## src/core/dual_timer_pkg.sv

```systemverilog
// constants and types shared by the dual timer block
package dual_timer_pkg;
	// register indices; the byte address is four times the index
	localparam logic [7:0] IDX_TCTRL = 8'h88;
	localparam logic [7:0] IDX_TMODE = 8'h89;
	localparam logic [7:0] IDX_T0LO = 8'h8A;
	localparam logic [7:0] IDX_T1LO = 8'h8B;
	localparam logic [7:0] IDX_T0HI = 8'h8C;
	localparam logic [7:0] IDX_T1HI = 8'h8D;
	localparam logic [7:0] IDX_IRQ_STAT = 8'h90;
	localparam logic [7:0] IDX_IRQ_MASK = 8'h91;
	localparam int ADR_W = 10;
	// mode register fields
	localparam int TM_T1_GATE = 7;
	localparam int TM_T1_SRC = 6;
	localparam int TM_T1_MODE = 4;
	localparam int TM_T0_GATE = 3;
	localparam int TM_T0_SRC = 2;
	localparam int TM_T0_MODE = 0;
	// control register fields
	localparam int TC_TF1 = 7;
	localparam int TC_TR1 = 6;
	localparam int TC_TF0 = 5;
	localparam int TC_TR0 = 4;
	// status and mask fields
	localparam int ST_OVF0 = 0;
	localparam int ST_OVF1 = 1;
	// reset values
	localparam logic [7:0] TMODE_RST = 8'h00;
	localparam logic [7:0] TCTRL_RST = 8'h00;
	localparam logic [7:0] COUNT_RST = 8'h00;
	localparam logic [1:0] IRQ_RST = 2'h0;
	// core clocks in one machine cycle
	localparam int MCYCLE_CLOCKS = 12;
	// operating modes of a timer
	typedef enum logic [1:0] {
		MODE_PRESCALE = 2'b00,
		MODE_CASCADE = 2'b01,
		MODE_RELOAD = 2'b10,
		MODE_SPLIT = 2'b11
	} timer_mode_t;
endpackage

```

## src/core/dual_timer.sv

```systemverilog
// dual 16-bit timer/counter with mode register and wishbone slave
//
// Overview of operation
// - mode register index 89, reset zero, byte-wide
// - timer 1 gate: count only while irq1 pin high
// - timer 1 source: event pin or machine tick
// - timer 1 mode 0: prescaled 8-bit high byte
// - timer 1 mode 1: cascaded 16-bit counter
// - timer 1 mode 2: low byte auto-reloads from high
// - timer 0 gate: count only while irq0 pin high
// - timer 0 source: event pin or machine tick
// - timer 0 mode 0: prescaled 8-bit high byte
// - timer 0 mode 1: cascaded 16-bit counter
// - timer 0 mode 2: low byte auto-reloads from high
// - timer 0 mode 3: low byte own controls
// - mode 3: high byte uses timer 1 run bit and flag
// - internal tick every 12 core clocks
// - event counted on sampled high-then-low pair
// - each timer runs only while run bit set
// - overflow sets flag, vector entry clears it
//
// Our own choice: the Wishbone interface to the registers.
`timescale 1ns/1ns
module dual_timer
	import dual_timer_pkg::*;
(
	input wire logic ref_clk,
	input wire logic rst,
	input wire logic cyc_i,
	input wire logic stb_i,
	input wire logic we_i,
	input wire logic [ADR_W-1:0] adr_i,
	input wire logic [31:0] dat_i,
	input wire logic [3:0] sel_i,
	output logic ack_o,
	output logic [31:0] dat_o,
	input wire logic extIrq0Pin,
	input wire logic extIrq1Pin,
	input wire logic timer0EventPin,
	input wire logic timer1EventPin,
	input wire logic vectorAck0,
	input wire logic vectorAck1,
	output logic irq
);
	logic tick, fall0, fall1;
	logic [7:0] timerModeRegister, modeActive, regRead, idx, wrByte;
	logic [7:0] timer0LowByte, timer0HighByte, timer1LowByte, timer1HighByte;
	logic timer0RunBit, timer1RunBit, timer0OverflowFlag, timer1OverflowFlag;
	logic [1:0] irqStatus, irqMask;
	logic wrHit, rdHit, run0, run1, inc0, inc1, incHi0, ovf0, ovf1;
	timer_mode_t mode0, mode1;
	logic [16:0] step0, step1;
	logic [7:0] timerControlRegister;

	////////////////////////////////////////////////////////////////////
	// tick and event sampling
	machine_cycle_gen #(.DIV(MCYCLE_CLOCKS)) u_cycle (.ref_clk(ref_clk), .rst(rst),
		.tick(tick));
	event_edge_sampler u_evt0 (.ref_clk(ref_clk), .rst(rst), .tick(tick),
		.pin(timer0EventPin), .fall(fall0));
	event_edge_sampler u_evt1 (.ref_clk(ref_clk), .rst(rst), .tick(tick),
		.pin(timer1EventPin), .fall(fall1));

	////////////////////////////////////////////////////////////////////
	// wishbone slave
	// writes land on the edge that sees ack, reads clear on that edge
	assign idx = adr_i[ADR_W-1:2];
	assign wrHit = cyc_i & stb_i & we_i & ack_o & sel_i[0];
	assign rdHit = cyc_i & stb_i & ~we_i & ack_o;
	assign wrByte = dat_i[7:0];

	// one wait state, ack dropped right after it was given
	always_ff @(posedge ref_clk or posedge rst) begin
		if (rst) begin
			ack_o <= 1'b0;
			dat_o <= 32'h0000_0000;
		end else begin
			ack_o <= cyc_i & stb_i & ~ack_o;
			if (cyc_i & stb_i & ~ack_o) begin
				dat_o <= {24'h00_0000, regRead};
			end
		end
	end

	assign timerControlRegister = {timer1OverflowFlag, timer1RunBit,
		timer0OverflowFlag, timer0RunBit, 4'h0};

	// read mux; unmapped indices read zero
	always_comb begin
		if (idx == IDX_TCTRL) begin
			regRead = timerControlRegister;
		end else if (idx == IDX_TMODE) begin
			regRead = timerModeRegister;
		end else if (idx == IDX_T0LO) begin
			regRead = timer0LowByte;
		end else if (idx == IDX_T1LO) begin
			regRead = timer1LowByte;
		end else if (idx == IDX_T0HI) begin
			regRead = timer0HighByte;
		end else if (idx == IDX_T1HI) begin
			regRead = timer1HighByte;
		end else if (idx == IDX_IRQ_STAT) begin
			regRead = {6'h00, irqStatus};
		end else if (idx == IDX_IRQ_MASK) begin
			regRead = {6'h00, irqMask};
		end else begin
			regRead = 8'h00;
		end
	end

	////////////////////////////////////////////////////////////////////
	// mode register and its machine-cycle aligned copy
	always_ff @(posedge ref_clk or posedge rst) begin
		if (rst) begin
			timerModeRegister <= TMODE_RST;
		end else if (wrHit && idx == IDX_TMODE) begin
			timerModeRegister <= wrByte;
		end
	end

	// counting logic sees a new mode only at a machine cycle boundary
	always_ff @(posedge ref_clk or posedge rst) begin
		if (rst) begin
			modeActive <= TMODE_RST;
		end else if (tick) begin
			modeActive <= timerModeRegister;
		end
	end

	assign mode0 = timer_mode_t'(modeActive[TM_T0_MODE +: 2]);
	assign mode1 = timer_mode_t'(modeActive[TM_T1_MODE +: 2]);

	////////////////////////////////////////////////////////////////////
	// count enables
	// run bit qualified by the optional gate pin
	assign run0 = timer0RunBit & (~modeActive[TM_T0_GATE] | extIrq0Pin);
	assign run1 = timer1RunBit & (~modeActive[TM_T1_GATE] | extIrq1Pin);
	assign inc0 = run0 & (modeActive[TM_T0_SRC] ? fall0 : tick);
	assign inc1 = run1 & (mode1 != MODE_SPLIT)
		& (modeActive[TM_T1_SRC] ? fall1 : tick);
	// split high byte counts machine cycles under timer 1 run bit
	assign incHi0 = (mode0 == MODE_SPLIT) & timer1RunBit & tick;

	// one count step; result is {overflow, high, low}
	function automatic logic [16:0] stepTimer(input timer_mode_t m,
		input logic [7:0] lo, input logic [7:0] hi);
		logic [16:0] r;
		r = {1'b0, hi, lo};
		case (m)
			MODE_PRESCALE: begin
				r[4:0] = lo[4:0] + 5'h01;
				if (lo[4:0] == 5'h1F) begin
					r[16:8] = {1'b0, hi} + 9'h001;
				end
			end
			MODE_CASCADE: begin
				r = {1'b0, hi, lo} + 17'h0_0001;
			end
			MODE_RELOAD: begin
				if (lo == 8'hFF) begin
					r = {1'b1, hi, hi};
				end else begin
					r[7:0] = lo + 8'h01;
				end
			end
			default: begin
				{r[16], r[7:0]} = {1'b0, lo} + 9'h001;
			end
		endcase
		return r;
	endfunction

	assign step0 = stepTimer(mode0, timer0LowByte, timer0HighByte);
	assign step1 = stepTimer(mode1, timer1LowByte, timer1HighByte);
	assign ovf0 = inc0 & step0[16];
	// in split mode the timer 1 flag belongs to the timer 0 high byte
	assign ovf1 = (mode0 == MODE_SPLIT) ? (incHi0 & timer0HighByte == 8'hFF)
		: (inc1 & step1[16]);

	////////////////////////////////////////////////////////////////////
	// timer 0 data bytes; a software write beats a count
	always_ff @(posedge ref_clk or posedge rst) begin
		if (rst) begin
			timer0LowByte <= COUNT_RST;
		end else if (wrHit && idx == IDX_T0LO) begin
			timer0LowByte <= wrByte;
		end else if (inc0) begin
			timer0LowByte <= step0[7:0];
		end
	end

	always_ff @(posedge ref_clk or posedge rst) begin
		if (rst) begin
			timer0HighByte <= COUNT_RST;
		end else if (wrHit && idx == IDX_T0HI) begin
			timer0HighByte <= wrByte;
		end else if (incHi0) begin
			timer0HighByte <= timer0HighByte + 8'h01;
		end else if (inc0 && mode0 != MODE_SPLIT) begin
			timer0HighByte <= step0[15:8];
		end
	end

	////////////////////////////////////////////////////////////////////
	// timer 1 data bytes
	always_ff @(posedge ref_clk or posedge rst) begin
		if (rst) begin
			timer1LowByte <= COUNT_RST;
		end else if (wrHit && idx == IDX_T1LO) begin
			timer1LowByte <= wrByte;
		end else if (inc1) begin
			timer1LowByte <= step1[7:0];
		end
	end

	always_ff @(posedge ref_clk or posedge rst) begin
		if (rst) begin
			timer1HighByte <= COUNT_RST;
		end else if (wrHit && idx == IDX_T1HI) begin
			timer1HighByte <= wrByte;
		end else if (inc1) begin
			timer1HighByte <= step1[15:8];
		end
	end

	////////////////////////////////////////////////////////////////////
	// control register: run bits and overflow flags
	always_ff @(posedge ref_clk or posedge rst) begin
		if (rst) begin
			timer0RunBit <= TCTRL_RST[TC_TR0];
			timer1RunBit <= TCTRL_RST[TC_TR1];
		end else if (wrHit && idx == IDX_TCTRL) begin
			timer0RunBit <= wrByte[TC_TR0];
			timer1RunBit <= wrByte[TC_TR1];
		end
	end

	// a set in the same cycle as a clear wins
	always_ff @(posedge ref_clk or posedge rst) begin
		if (rst) begin
			timer0OverflowFlag <= TCTRL_RST[TC_TF0];
			timer1OverflowFlag <= TCTRL_RST[TC_TF1];
		end else begin
			if (ovf0) begin
				timer0OverflowFlag <= 1'b1;
			end else if (vectorAck0) begin
				timer0OverflowFlag <= 1'b0;
			end else if (wrHit && idx == IDX_TCTRL) begin
				timer0OverflowFlag <= wrByte[TC_TF0];
			end
			if (ovf1) begin
				timer1OverflowFlag <= 1'b1;
			end else if (vectorAck1) begin
				timer1OverflowFlag <= 1'b0;
			end else if (wrHit && idx == IDX_TCTRL) begin
				timer1OverflowFlag <= wrByte[TC_TF1];
			end
		end
	end

	////////////////////////////////////////////////////////////////////
	// interrupt status, mask and output
	// sticky overflow events, cleared by reading, a new event wins
	always_ff @(posedge ref_clk or posedge rst) begin
		if (rst) begin
			irqStatus <= IRQ_RST;
		end else begin
			irqStatus <= ((rdHit && idx == IDX_IRQ_STAT) ? 2'h0 : irqStatus)
				| {ovf1, ovf0};
		end
	end

	always_ff @(posedge ref_clk or posedge rst) begin
		if (rst) begin
			irqMask <= IRQ_RST;
		end else if (wrHit && idx == IDX_IRQ_MASK) begin
			irqMask <= wrByte[1:0];
		end
	end

	always_ff @(posedge ref_clk or posedge rst) begin
		if (rst) begin
			irq <= 1'b0;
		end else begin
			irq <= |(irqStatus & irqMask);
		end
	end
endmodule

```

## src/core/event_edge_sampler.sv

```systemverilog
// samples an event pin once per machine cycle, pulses on high then low
`timescale 1ns/1ns
module event_edge_sampler (
	input wire logic ref_clk,
	input wire logic rst,
	input wire logic tick,
	input wire logic pin,
	output logic fall
);
	logic last;

	// one sample per tick; a high sample followed by a low one counts
	always_ff @(posedge ref_clk or posedge rst) begin
		if (rst) begin
			last <= 1'b0;
			fall <= 1'b0;
		end else begin
			if (tick) begin
				last <= pin;
			end
			fall <= tick & last & ~pin;
		end
	end
endmodule

```

## src/core/machine_cycle_gen.sv

```systemverilog
// machine cycle tick generator: one pulse every DIV core clocks
`timescale 1ns/1ns
module machine_cycle_gen
	import dual_timer_pkg::*;
#(
	parameter int DIV = MCYCLE_CLOCKS
) (
	input wire logic ref_clk,
	input wire logic rst,
	output logic tick
);
	logic [7:0] phase;

	// free running phase counter, tick registered from the last phase, high while phase is zero
	always_ff @(posedge ref_clk or posedge rst) begin
		if (rst) begin
			phase <= 8'h00;
			tick <= 1'b0;
		end else if (phase == 8'(DIV - 1)) begin
			phase <= 8'h00;
			tick <= 1'b1;
		end else begin
			phase <= phase + 8'h01;
			tick <= 1'b0;
		end
	end
endmodule

```

## config.mk

```make
export PLATFORM = sky130hd
export DESIGN_NAME = dual_timer
export DESIGN_NICKNAME = d
export VERILOG_FILES = /design/src/core/dual_timer_pkg.sv /design/src/core/dual_timer.sv /design/src/core/event_edge_sampler.sv /design/src/core/machine_cycle_gen.sv
export SDC_FILE = /design/constraint.sdc
export NUM_CORES = 1
export LEC_CHECK = 0
export ABC_AREA = 1
export BUFFER_PORTS_ARGS = -buffer_cell sky130_fd_sc_hd__buf_2
export CORE_ASPECT_RATIO = 0.8
export CORE_MARGIN = 8
export CORE_UTILIZATION = 53
export DETAILED_ROUTE_END_ITERATION = 12
export GPL_ROUTABILITY_DRIVEN = 0
export PLACE_DENSITY = 0.78
export SYNTH_ARGS = -nofsm -noshare
export SYNTH_HDL_FRONTEND = slang
export SYNTH_SLANG_ARGS = --single-unit
```

## constraint.sdc

```tcl
create_clock -name ref_clk -period 2.4 [get_ports ref_clk]
set_input_delay 0.24 -clock ref_clk [delete_from_list [all_inputs] [get_ports ref_clk]]
set_output_delay 0.24 -clock ref_clk [all_outputs]
set_load 0.1 [all_outputs]
```

After elaboration in Yosys (flattened, before gate mapping)

Index checks and enable logic that the tools add are counted.
Widths: inputs -> output; s select.

Output and inout port bits: 34
Flip-flop bits (word level): 79
Input port bits: 57
Logic and storage cells: 160

$add $sub $neg: 12
Reduce and logical (&&, ||, !) cells: 24
Multiplexer cells: 43
Equal/unequal tests: 27
Bitwise logic cells: 31

Operator list:

| cell                  | count |
|---|---|
| $mux 8                | 18 |
| $eq 8x8->1 const B    | 11 |
| $pmux 8 s3            | 2 |
| $add 8x1->9 const B   | 4 |
| $mux 9                | 4 |
| $add 16x1->17 const B | 2 |
| $add 8x1->8 const B   | 4 |
| $pmux 5 s3            | 2 |
| $and 1x1->1           | 21 |
| $pmux 3 s3            | 2 |
| $reduce_bool 3->1     | 4 |
| $add 5x1->5 const B   | 2 |
| $eq 5x5->1 const B    | 2 |
| $mux 1                | 10 |
| $ne 2x2->1 const B    | 5 |
| $logic_and 1x1->1     | 9 |
| $eq 8x4->1 const B    | 1 |
| $reduce_and 4->1      | 2 |
| $eq 2x2->1 const B    | 3 |
| $mux 2                | 3 |
| $ne 3x3->1 const B    | 2 |
| $not 1->1             | 6 |
| $pmux 1 s3            | 2 |
| $reduce_bool 2->1     | 3 |
| 9 further kinds       | 13 |

Depth between registers and ports, before layout

Gate-level depths: netlist (run 1).

Depth in word-level cells: 9
Depth in mapped cells: 13
Depth with buffers taken out: 13

Hierarchy

From an unflattened synthesis (run 1), not the netlist that was laid out.

Cell total of the unflattened synthesis: 906
Area, all modules: 5770.5 µm²

Modules (own cells, without submodules):

| module             | area an instance (µm²) | cells each | times used | sequential area each (µm²) |
|---|---|---|---|---|
| dual_timer         | 5172.5                 | 835        | 1          | 1651.6 |
| machine_cycle_gen  | 445.4                  | 53         | 1          | 225.2 |
| event_edge_sampler | 76.3                   | 9          | 2          | 50.0 |

Least setup slack after synthesis (run 1)

No wires, ideal clock.

Path kind: flip-flop to flip-flop
Start: reg ack_o
End: reg timer1HighByte[4]
Period minus slack after synthesis: 2.119 ns
Setup time: 0.131 ns
Cell stages (with the launch flop): 8
Setup slack: 0.281 ns
Arrival time: 1.988 ns
Data required time: 2.269 ns
Path buffers: 0
Cell sequence: dfrtp_1 -> nand4_4 -> inv_4 -> nand3_1 -> nand2_2 -> inv_2 -> nand2_1 -> o211ai_1

Longest elaborated chain between the ends: 5
Elaborated cells on any way between the ends: 9
Those cells by class: eq/ne: 2; mux: 1; bitwise: 2; reduce/logical: 4

Ends and longest elaborated chain:

| what                                               | line              | RTL |
|---|---|---|
| from (decl)                                        | dual_timer.sv:35  | `output logic ack_o,` |
| from (signal assigned)                             | dual_timer.sv:78  | `ack_o <= cyc_i & stb_i & ~ack_o;` |
| $and 1x1->1 * (2 in a row)                         | dual_timer.sv:68  | `assign wrHit = cyc_i & stb_i & we_i & ack_o & sel_i[0];` |
| $logic_and 1x1->1 *                                | dual_timer.sv:219 | `end else if (wrHit && idx == IDX_T1HI) begin` |
| $ne 3x3->1 (no line), or another cell as far along | -                 |  |
| $reduce_and 4->1 (no line)                         | -                 |  |
| to (signal assigned)                               | dual_timer.sv:220 | `timer1HighByte <= wrByte;` |
| to (signal assigned)                               | dual_timer.sv:222 | `timer1HighByte <= step1[15:8];` |
| to (decl)                                          | dual_timer.sv:47  | `logic [7:0] timer0LowByte, timer0HighByte, timer1LowByte, timer1HighByte;` |

Every way passes the cells marked *; elsewhere a longest branch is shown, timed or not.
A chain may end at the register's enable or synchronous reset.

Final worst setup path (run 1)

Start: reg timer0LowByte[0]
End: reg timer0HighByte[0]

Longest elaborated chain between the ends: 5
Elaborated cells on any way between the ends: 8
Those cells by class: add/sub: 1; eq/ne: 2; mux: 4; reduce/logical: 1

Ends and longest elaborated chain:

| what                   | line              | RTL |
|---|---|---|
| from (decl)            | dual_timer.sv:47  |  |
| from (signal assigned) | dual_timer.sv:186 | `timer0LowByte <= wrByte;` |
| from (signal assigned) | dual_timer.sv:188 | `timer0LowByte <= step0[7:0];` |
| $add 16x1->17          | dual_timer.sv:157 | `r = {1'b0, hi, lo} + 17'h0_0001;` |
| $pmux 8 s3             | dual_timer.sv:149 | `case (m)` |
| $mux 8                 | dual_timer.sv:199 | `end else if (inc0 && mode0 != MODE_SPLIT) begin` |
| $mux 8                 | dual_timer.sv:197 | `end else if (incHi0) begin` |
| $mux 8                 | dual_timer.sv:195 | `end else if (wrHit && idx == IDX_T0HI) begin` |
| to (signal assigned)   | dual_timer.sv:196 | `timer0HighByte <= wrByte;` |
| to (signal assigned)   | dual_timer.sv:198 | `timer0HighByte <= timer0HighByte + 8'h01;` |
| to (signal assigned)   | dual_timer.sv:200 | `timer0HighByte <= step0[15:8];` |
| to (decl)              | dual_timer.sv:47  |  |

Several ways; a longest one is shown, not always the timed one. The select of a mux whose other input is x is not followed.

==> metrics, run 1 <==
Hold WS 61.5 ps; syn avg cell area 6.78 sq um; post-synth top area cell dfrtp_1; CP peak stage delay roughly 490 ps; post-layout min period 2160 ps; I/O pin count 91; Detail Route Antenna Nets 0; RSZ-0062 raised after global routing no; slowest CP cell dfrtp_1; max_slew headroom a little over three fifths; Synth top cells by count nand2_1, inv_1, nand3_1; YS warnings 0; max-slew violation count 0; Placed Instances 1046; sequential element share of the synthesized area 33.6%; first-pass GRT wire length 25.9 mm; Antenna Cells 0; Synth top area share 33.6%; Starting DRT DRC Count 643; multi-input logic area ~0.0033 sq mm; DIE HEIGHT 110 um; hold crit path type in2reg; Synth Instances 869; asr flop ratio synth 100%; max_cap viols 0; setup slack at placement 366 ps; final setup violation count 0; Peak Freq 0.464 GHz; number of global-route vias before repair 5138; Req. time, crit path around 2700 ps; Critical Path AT 2450 ps; cts repair resizes 0; cts bufs inserted 9; gr usage total 22.3%; drt total wl 16.2 mm; CP most frequent cell nand3_1; Starting Density between 50% and 60%; H-tree Lvls 3; Fin Setup TNS 0 ps; core area 0.0108 sq mm; largest net degree at the start of global routing 80; FF+latch count, synth 79; M1 WL 7.61 mm; clock buffer depth 2; Layout Utilization about three fifths; worst-path cell chain ha_1, nand3_1, inv_1, ha_1, inv_1, o21ai_2, inv_2, nand2_1, nand3_1, o211ai_1, nand3_1, nand2_1; final net count 986; Vias 5611; Mapped Area 0.00589 sq mm; Synth area leaders dfrtp_1, nand2_1, inv_1, nand3_1, nor2_1; Worst Path Max Fanout 6; share of cells above drive strength 1 12.5%; Worst-Margin Slew ~550 ps; Max rail drop VDD between 0.3 and 0.4 mV; Area after DPL 0.00616 sq mm; initial antenna violation count 0; dominant synthesized flop cell dfrtp_1; Tcrit/Tclk final approximately nine tenths; wire length on met2 6.65 mm; met3 wire len 1.63 mm; drt first pass iters 5; Worst Slack Setup Final between 200 and 250 ps; Setup Skew 7.57 ps; status finished, final reports clean; DRC viols 0; synth-to-layout area growth 10.1%; GR Overflow Total 0; root buf cell clkbuf_16; Static Leak 3.48 nW; Detailed Place HPWL 12.4 mm; Netlist cell types between 40 and 50; register area 0.00198 sq mm; cell with the most instances after synthesis nand2_1; final hold vios 0; critical path class reg2reg; Die X 134 um; CTS tree done; Critical Path Source Type flop; clock sink count 79; clk_lat worst skew 350 ps; Final Power 3.23 mW; Setup crit end kind flop; DR WL/cell about 15 um; power per cell area 498 mW/mm^2; vias per std cell 5.28; top sig layer met4; clock slew at reported path FFs roughly 70 ps; DIE AREA 0.0148 sq mm; Post-synth EDFFs 0; PortBufs 37; Finished Layout Cells 1063; design area 0.00648 sq mm; number of core rows 34; Filler cells 1017
-- placed cells by master (no fill, tap or decap), types with 4 or more instances in the layout --
master     instances
nor2_2             5
o22ai_1            9
ha_1              15
o211ai_1           7
xor2_1            13
nor2_1            76
nand3_2            5
conb_1            24
nor2_4             5
clkbuf_16          9
o21ai_0           40
nand2_2            7
nor3_4             4
nor3_1            12
o21ai_1           25
inv_1            119
a21oi_1           12
buf_2             37
dfrtp_1           79
buf_4              5
or2_2              4
nand2_1          259
nand4_1           15
nand3_1           87
inv_2             12
-- cell families (layout without fill, tap and decap cells) --
family                   count (synthesis)  count (layout)  share of synthesized area, %
AND/OR/NAND/NOR                        488             488                          38.3
buffers and inverters                  168             195                          12.7
AO/OA/AOI/OAI                          103             103                          9.92
flip-flops                              79              79                          33.6
adder cells (fa/ha/maj)                 15              15                          3.19
XOR/XNOR                                15              15                          2.23
other                                    1              24                        0.0637
-- metal layers --
metal / global-route usage, % / up-vias
met5: 0 / -
met4: 6.71 / 0
met3: 4.98 / 26
met2: 32.4 / 263
met1: 32.5 / 2509
li1: - / 2813
-- worst paths after layout --
kind / from / end / slack [ps] / depth (start not counted)
setup / recovery: timer0LowByte[0] / timer0HighByte[0] / 240 / 12
hold / removal: timer1EventPin / u_evt1.fall / 60 / 2
setup reg to reg: timer0LowByte[0] / timer0HighByte[0] / 240 / 12
hold reg to reg: u_cycle.phase[6] / u_cycle.phase[6] / 470 / 1
max in group asynchronous: rst / irqMask[1] / 1540 / 4
min in group asynchronous: rst / u_cycle.phase[6] / 520 / 4
-- critical path: cells and delay by family, from the launching register on --
family,cells,cell delay [ps]
AO/OA/AOI/OAI,2,430
buffers and inverters,3,280
adder cells (fa/ha/maj),2,430
AND/OR/NAND/NOR,5,460
flip-flops,1,490
-- layout make-up --
| class | instances | share of cell area, % |
|---|---|---|
| multi-input cells | 645 | 50.1 |
| flip-flops and latches | 79 | 30.5 |
| inverters | 135 | 7.87 |
| repair buffers | 44 | 3.90 |
| clock buffers | 9 | 3.47 |
| well taps | 144 | 2.78 |
| clock inverters | 7 | 1.35 |
-- what timing repair did --
item | CTS | global route
hold buffers | 1 | 0
setup buffers | 0 | 0
endpoints found under the hold margin | 26 | 0
-- registers in the layout (all words and copies together) (netlist names), 2 cells and up --
signal	count
dat_o	8
irqStatus	2
timer0HighByte	8
modeActive	8
timerModeRegister	8
u_cycle.phase	8
timer0LowByte	8
irqMask	2
timer1LowByte	8
timer1HighByte	8
-- power by group --
part           switching, mW  internal (mW)  leakage [nW]  total [mW]
Combinational          0.344         0.0602          2.29       0.405
Clock                  0.621          0.832         0.154        1.45
Sequential            0.0225           1.35          1.03        1.37
Total                  0.988           2.24          3.48        3.23
Power figures use the tool's default switching activity.
==> inputs of run 2 (changes only) <==
--- a/config.mk
+++ b/config.mk
@@ -6,13 +6,13 @@
 export NUM_CORES = 1
 export LEC_CHECK = 0
 export ABC_AREA = 1
-export BUFFER_PORTS_ARGS = -buffer_cell sky130_fd_sc_hd__buf_2
 export CORE_ASPECT_RATIO = 0.8
 export CORE_MARGIN = 8
-export CORE_UTILIZATION = 53
+export CORE_UTILIZATION = 55
 export DETAILED_ROUTE_END_ITERATION = 12
+export DONT_BUFFER_PORTS = 1
 export GPL_ROUTABILITY_DRIVEN = 0
-export PLACE_DENSITY = 0.78
+export PLACE_DENSITY = 0.73
 export SYNTH_ARGS = -nofsm -noshare
 export SYNTH_HDL_FRONTEND = slang
 export SYNTH_SLANG_ARGS = --single-unit
==> run 2 against run 1 <==
Net effect:
- clock skew increased by 3.5 ps
- flip-flop and latch count unchanged
- utilization increased by 2.1 points
- setup slack lost 69 ps
- global-route usage rose by 2.8 points
- first-iteration DRC count decreased by 6.4%
- cell area down 1.6%
- critical path depth is the same
- via count is 5.0% higher
- die area fell by 3.2%
- combinational power shrank 17%
- critical path type unchanged
- largest cell class unchanged
==> metrics, run 2 (synthesis gave the netlist of run 1 again) <==
Detail Route Antenna Nets 0; vias per std cell 5.71; Worst-Margin Slew 907 ps; largest net degree at the start of global routing 80; commonest non-fill, non-tap cell in the layout nand2_1; hold crit path type in2reg; DIE HEIGHT roughly 110 um; cts bufs inserted 9; Critical Path AT roughly 2500 ps; RSZ-0062 raised after global routing no; initial antenna violation count 0; Worst Path Max Fanout 12; slowest CP cell dfrtp_1; Switching Fraction 28.8%; final hold vios 0; Starting DRT DRC Count 602; sequential power share between 40% and 50%; number of global-route vias before repair approximately 5600; CP most frequent cell inv_1; Worst Slack Setup Final 174 ps; Detailed Place HPWL 13.4 mm; Req. time, crit path about 2600 ps; clock sink count 79; Area after DPL slightly above 0.006 sq mm; Top Family by Delay on Critical Path simple AND/OR/NAND/NOR gates; drt total wl approximately 18 mm; Peak Freq 0.449 GHz; power per cell area 509 mW/mm^2; Internal Power between 2 and 2.5 mW; H-tree Lvls 3; number of core rows 33; commonest non-fill, non-tap cells in the layout nand2_1, inv_1, nand3_1, dfrtp_1, nor2_1; max-slew violation count 0; clk_lat worst skew 350 ps; Clock power frac 46.4%; DR WL/cell 17.1 um; root buf cell clkbuf_16; Die X roughly 130 um; Buf/Inv on CP 3; I/O pin count 91; synth-to-layout area growth 8.37%; max_slew headroom around two fifths; worst-path cell chain ha_1, nand3_1, inv_1, ha_1, inv_1, nand2_1, o211ai_1, o21ai_2, nor2_2, inv_1, nand3_1, nand2_1; Critical Path Source Type flop; Setup crit end kind flop; first-pass GRT wire length 28.6 mm; setup slack at placement 246 ps; final setup violation count 0; Max rail drop VDD 0.346 mV; CTS tree done; Antenna Cells 0; Final Power 3.25 mW; DIE AREA 0.0143 sq mm; CP peak stage delay 410 ps; critical path class reg2reg; Comb power frac 10.4%; Vias slightly below 6000; DRC viols 0; status finished, final reports clean; clock buffer depth 2; core area 0.0103 sq mm; clock slew at reported path FFs 70 ps; Setup Skew 11.1 ps; drt first pass iters 5; share of cells above drive strength 1 9.53%; Starting Density 57.1%; Psw 0.938 mW; Static Leak about 3.4 nW; GR Overflow Total 0; post-layout min period 2230 ps; final net count 959; PortBufs 0; Fin Setup TNS 0 ps; max_cap viols 0; gr usage total 25.1%; Tcrit/Tclk final 92.7%; design area 0.00638 sq mm
==> run 2: path summary, 6_finish.rpt <==
kind / start / endpoint / slack (ps) / cells past startpoint
setup / recovery: timer0LowByte[1] / timer0HighByte[6] / 170 / 12
hold / removal: timer1EventPin / u_evt1.last / 10 / 2
setup reg to reg: timer0LowByte[1] / timer0HighByte[6] / 170 / 12
hold reg to reg: u_cycle.phase[6] / u_cycle.phase[6] / 470 / 1
max in group asynchronous: rst / timer1LowByte[4] / 1620 / 3
min in group asynchronous: rst / timerModeRegister[5] / 450 / 3
==> run 2: metal layers <==
metal  track usage (%)  part of all wire, %
met1              32.2                   41
met2              37.7                   42
met3              8.67                   13
met4              11.4                  3.7
met5                 0                    0
==> run 2: power by group through the flow <==
stage	Clock [mW]	Combinational, mW	Sequential (mW)
after floorplan	0	0.300	1.44
after global placement	0	0.325	1.43
after detailed placement	0	0.330	1.43
after CTS	1.52	0.335	1.41
after global routing	1.58	0.358	1.41
final	1.51	0.337	1.41
==> run 2: cell type report <==
class / count / area (sq um)
Clock buffer: 10 / 229
Clock inverter: 6 / 92.6
Fill cell: 945 / 3940
Inverter: 135 / 510
Multi-Input combinational cell: 645 / 3250
Sequential cell: 79 / 1980
Tap cell: 140 / 175
Timing Repair Buffer: 17 / 148
==> run 2: timing repair <==
action	4_1_cts	5_1_grt
hold endpoints to repair	81	0
resized for setup	0	0
hold buffers	3	0
buffers inserted	0	0
==> run 2: metrics by stage <==
stage	utilization, %	cells	hold slack [ps]
2_1_floorplan	-	892	311
3_3_place_gp	58.4	1013	245
5_1_grt	61.8	1032	17.0
3_5_place_dp	58.4	1013	263
6_report	61.8	1032	13.4
4_1_cts	61.8	1032	15.3
